**src/inc/dschp_pkg.sv**
```systemverilog
// Constants shared by the dual serial controller host port and its modem-line channel logic.
// Assumes one 250 MHz system clock and an asynchronous active-low reset.
package dschp_pkg;
  localparam int DSCHP_CHANS = 2;
  localparam int DSCHP_DW = 8;
  // Synchronised pin bundle positions
  localparam int PIN_CHAN_B = 13;
  localparam int PIN_CTRL = 12;
  localparam int PIN_CE_N = 11;
  localparam int PIN_RD_N = 10;
  localparam int PIN_IO_REQUEST_N_N = 9;
  localparam int PIN_M1_N = 8;
  localparam int PIN_W = 14;
  // Command byte fields
  localparam int CMD_IE_BIT = 0;
  localparam int CMD_CLR_BIT = 4;
  localparam int CMD_AUTO_BIT = 5;
  // Status byte fields
  localparam int ST_PEND_BIT = 1;
  localparam int ST_DCD_BIT = 3;
  localparam int ST_CTS_BIT = 5;
  // Reset values
  localparam logic RST_MARK = 1'b1;
  localparam logic RST_MODEM_N = 1'b1;
  localparam logic [7:0] RST_BYTE = 8'h00;
  // Arbitrary vector value
  localparam logic [7:0] DEF_VECTOR = 8'h5a;
endpackage

```
**src/inc/dschp_chan_if.sv**
```systemverilog
// Bundle between the host port and one channel's modem-line logic.
// Assumes both ends on sys_clk.
`timescale 1ns/10ps
interface dschp_chan_if;
  logic auto_en;
  logic ext_ie;
  logic clr_pend;
  logic cts;
  logic dcd;
  logic pend;
  logic tx_en;
  logic rx_en;
  modport port (output auto_en, output ext_ie, output clr_pend,
                input cts, input dcd, input pend, input tx_en, input rx_en);
  modport chan (input auto_en, input ext_ie, input clr_pend,
                output cts, output dcd, output pend, output tx_en, output rx_en);
endinterface

```
**src/hw/dschp_modem_chan.sv**
```systemverilog
// Modem-line logic of one channel: clear-to-send and carrier-detect handling.
// Assumes raw pins from outside sys_clk; configuration from the host port.
`timescale 1ns/10ps
module dschp_modem_chan
  import dschp_pkg::*;
(
  input wire logic sys_clk,
  input wire logic rst_n,
  input wire logic send_permit_n,
  input wire logic carrier_detect_n,
  dschp_chan_if.chan ci
);
  typedef struct packed {
    logic cts_s1;
    logic cts_s2;
    logic dcd_s1;
    logic dcd_s2;
    logic cts_prev;
    logic cts;
    logic dcd;
    logic pend;
    logic tx_en;
    logic rx_en;
  } dschp_mc_s;

  dschp_mc_s st;
  dschp_mc_s next_st;

  always_comb begin
    next_st = st;
    next_st.cts_s1 = ~send_permit_n;
    next_st.cts_s2 = st.cts_s1;
    next_st.dcd_s1 = ~carrier_detect_n;
    next_st.dcd_s2 = st.dcd_s1;
    next_st.cts_prev = st.cts_s2;
    next_st.cts = st.cts_s2;
    next_st.dcd = st.dcd_s2;
    // Set wins over a clear in the same cycle
    if (ci.clr_pend) begin
      next_st.pend = 1'b0;
    end
    if (ci.ext_ie && (st.cts_s2 != st.cts_prev)) begin
      next_st.pend = 1'b1;
    end
    if (!ci.ext_ie) begin
      next_st.pend = 1'b0;
    end
    next_st.tx_en = ci.auto_en ? st.cts_s2 : 1'b1;
    next_st.rx_en = ci.auto_en ? st.dcd_s2 : 1'b1;
  end

  always_ff @(posedge sys_clk or negedge rst_n) begin
    if (!rst_n) begin
      st <= '0;
    end else begin
      st <= next_st;
    end
  end

  assign ci.cts = st.cts;
  assign ci.dcd = st.dcd;
  assign ci.pend = st.pend;
  assign ci.tx_en = st.tx_en;
  assign ci.rx_en = st.rx_en;
endmodule

```
**src/hw/dschp_host_port.sv**
```systemverilog
// Host-side bus port of a dual-channel serial controller.
// Assumes bus pins asynchronous to sys_clk; serial engines sit outside.
//
// What this block does
// - Channel select high picks B, low A
// - Write with control select high is command
// - Act on reads and writes only while chip enable low; acknowledge cycles ignore it
// - Everything synchronous to one system clock
// - Auto enables: transmit only while permit low
// - Otherwise send permit readable as plain input
// - Interrupt on both send permit edges
// - Eight-bit three-state data bus, bit 0 LSB
// - Read needs enable, read, io request active
// - Acknowledge cycle drives vector if highest priority
// - Auto enables: carrier detect gates receiver
// - Reset idles channels, marks lines, kills interrupts
`timescale 1ns/10ps
module dschp_host_port
  import dschp_pkg::*;
(
  input wire logic sys_clk,
  input wire logic rst_n,
  input wire logic chan_b_sel,
  input wire logic ctrl_sel,
  input wire logic chip_en_n,
  input wire logic read_n,
  input wire logic io_request_n,
  input wire logic opcode_fetch_n,
  input wire logic [7:0] data_in,
  output logic [7:0] data_out,
  output logic data_oe_n,
  input wire logic ie_in,
  output logic ie_out,
  output logic int_req_n,
  input wire logic send_permit_a_n,
  input wire logic send_permit_b_n,
  input wire logic carrier_detect_a_n,
  input wire logic carrier_detect_b_n,
  input wire logic [1:0] tx_bit,
  input wire logic [1:0] rts_req,
  input wire logic [7:0] rx_data_a,
  input wire logic [7:0] rx_data_b,
  input wire logic [7:0] vector,
  output logic serial_out_a,
  output logic serial_out_b,
  output logic request_send_a_n,
  output logic request_send_b_n,
  output logic [1:0] tx_enable,
  output logic [1:0] rx_enable,
  output logic wr_cmd,
  output logic wr_data,
  output logic rd_data,
  output logic wr_chan_b,
  output logic [7:0] wr_byte
);
  typedef struct packed {
    logic [PIN_W-1:0] s1;
    logic [PIN_W-1:0] s2;
    logic acc_prev;
    logic ack_prev;
    logic [1:0] auto_en;
    logic [1:0] ext_ie;
    logic [1:0] clr;
    logic [7:0] dout;
    logic oe_n;
    logic wr_cmd;
    logic wr_data;
    logic rd_data;
    logic wr_chan_b;
    logic [7:0] wr_byte;
    logic int_req_n;
    logic ie_out;
    logic serving;
    logic ser_a;
    logic ser_b;
    logic rts_a_n;
    logic rts_b_n;
  } dschp_hp_s;

  dschp_hp_s st;
  dschp_hp_s next_st;

  logic [1:0] cts;
  logic [1:0] dcd;
  logic [1:0] pend;
  logic [1:0] tx_en;
  logic [1:0] rx_en;
  logic [1:0] send_n;
  logic [1:0] carr_n;

  assign send_n = {send_permit_b_n, send_permit_a_n};
  assign carr_n = {carrier_detect_b_n, carrier_detect_a_n};

  // ----------------------------------------
  // Per-channel modem lines
  // ----------------------------------------
  for (genvar c = 0; c < DSCHP_CHANS; c++) begin : g_ch
    dschp_chan_if cif();
    assign cif.auto_en = st.auto_en[c];
    assign cif.ext_ie = st.ext_ie[c];
    assign cif.clr_pend = st.clr[c];
    assign cts[c] = cif.cts;
    assign dcd[c] = cif.dcd;
    assign pend[c] = cif.pend;
    assign tx_en[c] = cif.tx_en;
    assign rx_en[c] = cif.rx_en;
    dschp_modem_chan u_chan (
      .sys_clk(sys_clk),
      .rst_n(rst_n),
      .send_permit_n(send_n[c]),
      .carrier_detect_n(carr_n[c]),
      .ci(cif.chan)
    );
  end

  function automatic logic [7:0] status_byte(input logic c, input logic d, input logic p);
    logic [7:0] b;
    b = RST_BYTE;
    b[ST_CTS_BIT] = c;
    b[ST_DCD_BIT] = d;
    b[ST_PEND_BIT] = p;
    return b;
  endfunction

  // ----------------------------------------
  // Bus decode
  // ----------------------------------------
  logic acc;
  logic ack;
  logic chb;
  logic [7:0] din;
  always_comb begin
    // Two-stage synchronised pins only; s1 feeds nothing but s2
    acc = !st.s2[PIN_CE_N] && !st.s2[PIN_IO_REQUEST_N_N] && st.s2[PIN_M1_N];
    ack = !st.s2[PIN_IO_REQUEST_N_N] && !st.s2[PIN_M1_N];
    chb = st.s2[PIN_CHAN_B];
    din = st.s2[7:0];
  end

  always_comb begin
    next_st = st;
    next_st.s1 = {chan_b_sel, ctrl_sel, chip_en_n, read_n, io_request_n, opcode_fetch_n, data_in};
    next_st.s2 = st.s1;
    next_st.acc_prev = acc;
    next_st.ack_prev = ack;
    next_st.wr_cmd = 1'b0;
    next_st.wr_data = 1'b0;
    next_st.rd_data = 1'b0;
    next_st.clr = 2'b00;
    // Only the start of a strobe acts, so a long strobe is one access
    if (acc && !st.acc_prev) begin
      next_st.wr_chan_b = chb;
      if (!st.s2[PIN_RD_N]) begin
        next_st.oe_n = 1'b0;
        if (st.s2[PIN_CTRL]) begin
          next_st.dout = status_byte(cts[chb], dcd[chb], pend[chb]);
        end else begin
          next_st.dout = chb ? rx_data_b : rx_data_a;
          next_st.rd_data = 1'b1;
        end
      end else begin
        next_st.wr_byte = din;
        if (st.s2[PIN_CTRL]) begin
          next_st.wr_cmd = 1'b1;
          next_st.auto_en[chb] = din[CMD_AUTO_BIT];
          next_st.ext_ie[chb] = din[CMD_IE_BIT];
          next_st.clr[chb] = din[CMD_CLR_BIT];
          next_st.serving = st.serving && !din[CMD_CLR_BIT];
        end else begin
          next_st.wr_data = 1'b1;
        end
      end
    end
    // Acknowledge: only when upstream grants priority and this port asks
    if (ack && !st.ack_prev && st.s2[PIN_RD_N] && ie_in && !st.int_req_n) begin
      next_st.dout = vector;
      next_st.oe_n = 1'b0;
      next_st.serving = 1'b1;
    end
    if (!acc && !ack) begin
      next_st.oe_n = 1'b1;
    end
    // Pending being cleared this cycle must not re-request for one cycle
    next_st.int_req_n = !(|(pend & ~st.clr)) || st.serving;
    next_st.ie_out = ie_in && !st.serving;
    next_st.ser_a = tx_en[0] ? tx_bit[0] : RST_MARK;
    next_st.ser_b = tx_en[1] ? tx_bit[1] : RST_MARK;
    next_st.rts_a_n = !rts_req[0];
    next_st.rts_b_n = !rts_req[1];
  end

  always_ff @(posedge sys_clk or negedge rst_n) begin
    if (!rst_n) begin
      st <= '0;
      // Strobe stages start idle, so no false access edge follows reset
      st.s1[PIN_CE_N] <= 1'b1;
      st.s1[PIN_RD_N] <= 1'b1;
      st.s1[PIN_IO_REQUEST_N_N] <= 1'b1;
      st.s1[PIN_M1_N] <= 1'b1;
      st.s2[PIN_CE_N] <= 1'b1;
      st.s2[PIN_RD_N] <= 1'b1;
      st.s2[PIN_IO_REQUEST_N_N] <= 1'b1;
      st.s2[PIN_M1_N] <= 1'b1;
      st.oe_n <= 1'b1;
      st.int_req_n <= 1'b1;
      st.ser_a <= RST_MARK;
      st.ser_b <= RST_MARK;
      st.rts_a_n <= RST_MODEM_N;
      st.rts_b_n <= RST_MODEM_N;
    end else begin
      st <= next_st;
    end
  end

  assign data_out = st.dout;
  assign data_oe_n = st.oe_n;
  assign ie_out = st.ie_out;
  assign int_req_n = st.int_req_n;
  assign serial_out_a = st.ser_a;
  assign serial_out_b = st.ser_b;
  assign request_send_a_n = st.rts_a_n;
  assign request_send_b_n = st.rts_b_n;
  assign tx_enable = tx_en;
  assign rx_enable = rx_en;
  assign wr_cmd = st.wr_cmd;
  assign wr_data = st.wr_data;
  assign rd_data = st.rd_data;
  assign wr_chan_b = st.wr_chan_b;
  assign wr_byte = st.wr_byte;
endmodule

```
**config.mk**
```make
export PLATFORM = sky130hd
export DESIGN_NAME = dschp_host_port
export DESIGN_NICKNAME = d
export VERILOG_FILES = /design/src/inc/dschp_pkg.sv /design/src/inc/dschp_chan_if.sv /design/src/hw/dschp_modem_chan.sv /design/src/hw/dschp_host_port.sv
export SDC_FILE = /design/constraint.sdc
export NUM_CORES = 1
export LEC_CHECK = 0
export ABC_CLOCK_PERIOD_IN_PS = 2700
export BUFFER_PORTS_ARGS = -buffer_cell sky130_fd_sc_hd__buf_4
export CORE_ASPECT_RATIO = 1.4
export CORE_MARGIN = 2
export CORE_UTILIZATION = 40
export CTS_CLUSTER_SIZE = 20
export DETAILED_ROUTE_END_ITERATION = 10
export GPL_TIMING_DRIVEN = 1
export HOLD_SLACK_MARGIN = 0.05
export SLEW_MARGIN = 0
export SYNTH_ARGS = -nofsm -noshare
export SYNTH_HDL_FRONTEND = slang
export SYNTH_HIERARCHICAL = 1
export SYNTH_SLANG_ARGS = --single-unit
```
**constraint.sdc**
```tcl
create_clock -name sys_clk -period 2.7 [get_ports sys_clk]
set_input_delay 0.27 -clock sys_clk [delete_from_list [all_inputs] [get_ports sys_clk]]
set_output_delay 0.27 -clock sys_clk [all_outputs]
set_load 0.005 [all_outputs]
```
==> run_results.csv <==
group,metric,value,unit
run_status,run_status,"completed",
setup_path,r2r_slack,0.81,ns
route,met3WireLength,253,um
grt,grt_overflow,0,
setup_path,crit-reg2reg-capture,"g_ch[0].cif.auto_en",
cts,clk_pin_slew,0.08,ns
logic_synthesis,synthArstFlopShare,100.0,%
hold_path,hold_class,"input pin to async pin",
cts,htreeDepth,3,
grt,grt_pass1_wl,8983,um
power_and_ir_drop,power_density,718.9,mW/mm^2
power_and_ir_drop,vdd_drop_max,0.0004573,V
placed_design,gp_congestion,0.7456,
floorplanning,start_util,40.73,%
power_and_ir_drop,switching_power,611.3,uW
sta,tightest_slew,0.9762,ns
route,first_pass_iters,3,
logic_synthesis,synth.largest_area_cell,"dfrtp_1",
floorplanning,rows,37,
floorplanning,die_h,105.5,um
finish,finalNonFillerCells,385,
power_and_ir_drop,finalPower,2.821,mW
floorplanning,die_w,76.48,um
power_and_ir_drop,pwr-share-clk,35.6,%
cts,cts.sinks,82,
logic_synthesis,syn-num-nets,246,
cts,insertion_delay,0.35,ns
sta,finalHoldWorstSlack,0.07938,ns
setup_path,slowest_stage,"dfstp_2",
finish,fillers,629,
floorplanning,ios,80,
route,routedWlPerCell,14.08,um
grt,antenna_found_initial,0,
route,drc,0,
power_and_ir_drop,combPwrFrac,13.1,%
route,top_layer_used,"met4",
finish,seq_area,0.002069,sq mm
cts,post-cts-setup-buffers,0,
setup_path,cpLargestDelayFamily,"simple AND/OR/NAND/NOR gates",
logic_synthesis,ys_ff_latch,82,
route,wirelength,5419,um
finish,drive_gt1_share,45.14,%
finish,n_antenna_cell,0,
setup_path,r2r_start,"st[44]",
finish,nNetsFinal,332,
logic_synthesis,synth_edf_count,0,
sta,timing.final.max_slew_violations,0,
logic_synthesis,ys_warn_count,6,
sta,setup_viol,0,
cts,cts_hold_buf,20,
sta,fmax,529.2,MHz
route,m1WireLength,2157,um
cts,clk_path_buf_depth,2,
power_and_ir_drop,power_frac_seq,51.3,%
sta,post-route-period-util,69.99,%
cts,cts-root-buf,"clkbuf_8",
power_and_ir_drop,p_leak,1.842,nW
sta,fin_crit,1.890,ns
setup_path,start_kind,"register",
route,vias,1747,
grt,grt_usage,14.95,%
sta,rsz0062_at_grt,"no",
placed_design,portBuffers,79,
setup_path,required,2.93,ns
sta,tns,0,ns
finish,multi_input_area,656.9,sq um
setup_path,cp.arrival,2.12,ns
logic_synthesis,synth_top_area_share,57.85,%
sta,clock-skew-final,0.009928,ns
logic_synthesis,syn_inst,197,
setup_path,critPathKind,"register to register",
logic_synthesis,synth_area,0.002942,sq mm
grt,grt_pass1_vias,1839,
setup_path,path_buf_inv,0,
route,drt-vias-per-instance,4.538,
cts,cts_tree,"done",
sta,slew_headroom,34.92,%
setup_path,path_cells,"or4b_4 > nor3_1 > mux2_2",
power_and_ir_drop,swShare,21.67,%
floorplanning,fp.coreArea,0.007222,sq mm
floorplanning,dieArea,0.008065,sq mm
cts,cts_made_buffers,9,
cts,cts.repair.resized,0,
route,detail_route.iter0.violations,76,
setup_path,reg2reg_depth,3,
logic_synthesis,ys.flop_type,"dfrtp_1",
setup_path,crit_fanout,12,
setup_path,endpoint_kind,"register",
route,ant_nets,0,
sta,hold_violations,0,
power_and_ir_drop,p_int,2.210,mW
placed_design,dp.cells,349,
job,maxCapViolations,0,
grt,grt_max_degree,83,
logic_synthesis,synth.area.top_cells,"dfrtp_1 58%, dfstp_2 13%, buf_4 5.1%",
logic_synthesis,ys_seq_area_share,70.35,%
logic_synthesis,synth.distinct_cells,33,
finish,syn_to_final_growth,33.39,%
setup_path,slowest_delay,0.55,ns
placed_design,hpwl,3672,um
logic_synthesis,avgSynthCellArea,14.93,sq um
route,wl_met2,2896,um
power by group through the flow:
stage | Clock (mW) | Combinational, mW | Sequential, mW
CTS | 1.04 | 0.379 | 1.45
finish | 1.00 | 0.370 | 1.45
detailed placement | 0 | 0.355 | 1.47
floorplan | 0 | 0.229 | 1.44
global placement | 0 | 0.348 | 1.47
global route | 1.10 | 0.408 | 1.47
cells in the mapped netlist, types with 2 or more instances:
cell type	instances
buf_4	20
nor3_1	5
mux2i_1	5
mux4_2	3
or4_1	3
a221o_1	5
dfrtp_1	68
nand2_1	5
or2_2	2
and3_1	4
a31oi_1	3
nand2b_1	9
dfstp_2	14
xnor2_1	2
nor4_1	2
clkbuf_1	3
a21boi_1	2
nor2_1	4
inv_1	10
nand4_1	2
mux2_2	12
o21ai_0	3
per-layer routing:
| layer | track usage, % | vias up |
|---|---|---|
| li1 | - | 829 |
| met1 | 16.31 | 855 |
| met2 | 25.54 | 52 |
| met3 | 4.452 | 11 |
| met4 | 8.961 | 0 |
| met5 | 0 | - |
through the flow:
stage	utilization (%)	instance area (sq um)	setup slack, ns
6_report	54.33	3924	0.8103
5_1_grt	54.33	3924	0.6783
4_1_cts	54.33	3924	0.7945
3_5_place_dp	48.27	3486	0.8241
3_3_place_gp	48.27	3486	0.8660
2_1_floorplan	-	2942	0.8551
worst max path at each step:
stage                     startpoint             endpoint  slack [ns]  cells after the start
after floorplan               st[44]  g_ch[0].cif.auto_en        0.86                      4
after CTS                     st[44]   g_ch[0].cif.ext_ie        0.79                      3
after detailed placement      st[44]  g_ch[0].cif.auto_en        0.82                      3
after global placement        st[44]  g_ch[0].cif.auto_en        0.87                      3
final                         st[44]  g_ch[0].cif.auto_en        0.81                      3
after global routing          st[44]   g_ch[0].cif.ext_ie        0.68                      3
area by class of cell:
type	instances	area share, %
Timing Repair Buffer	100	20.41
Clock inverter	4	1.849
Clock buffer	12	4.209
Sequential cell	82	52.74
Inverter	10	0.9566
Tap cell	97	3.093
Multi-Input combinational cell	80	16.74
sequential cells by signal (all words and copies together), names as in the netlist, 8 cells and up:
| signal | cells |
|---|---|
| next_st | 14 |
| data_out | 8 |
| din | 8 |
| g_ch.u_chan/next_st | 8 |
| st | 8 |
| wr_byte | 8 |
cell usage in the layout (no fill, tap or decap), types with 9 or more instances in the layout:
master / count
dfrtp_1: 68
dfstp_2: 14
nand2b_1: 9
dlygate4sd3_1: 20
buf_4: 80
clkbuf_8: 12
inv_1: 10
mux2_2: 12
cells by family (layout without fill, tap and decap cells):
| family | Yosys count | in the layout | share of synthesized area, % |
|---|---|---|---|
| AO/OA/AOI/OAI | 17 | 17 | 4.509 |
| multiplexers | 20 | 20 | 8.592 |
| XOR/XNOR | 2 | 2 | 0.5956 |
| flip-flops | 82 | 82 | 70.35 |
| buffers and inverters | 35 | 126 | 7.316 |
| AND/OR/NAND/NOR | 41 | 41 | 8.634 |
worst reg2reg max path, cell delays in order (launching register included):
cell and delay, ns:
dfstp_2 0.55, or4b_4 0.54, nor3_1 0.31, mux2_2 0.37
No activity file was read; power rests on OpenSTA's default activity.
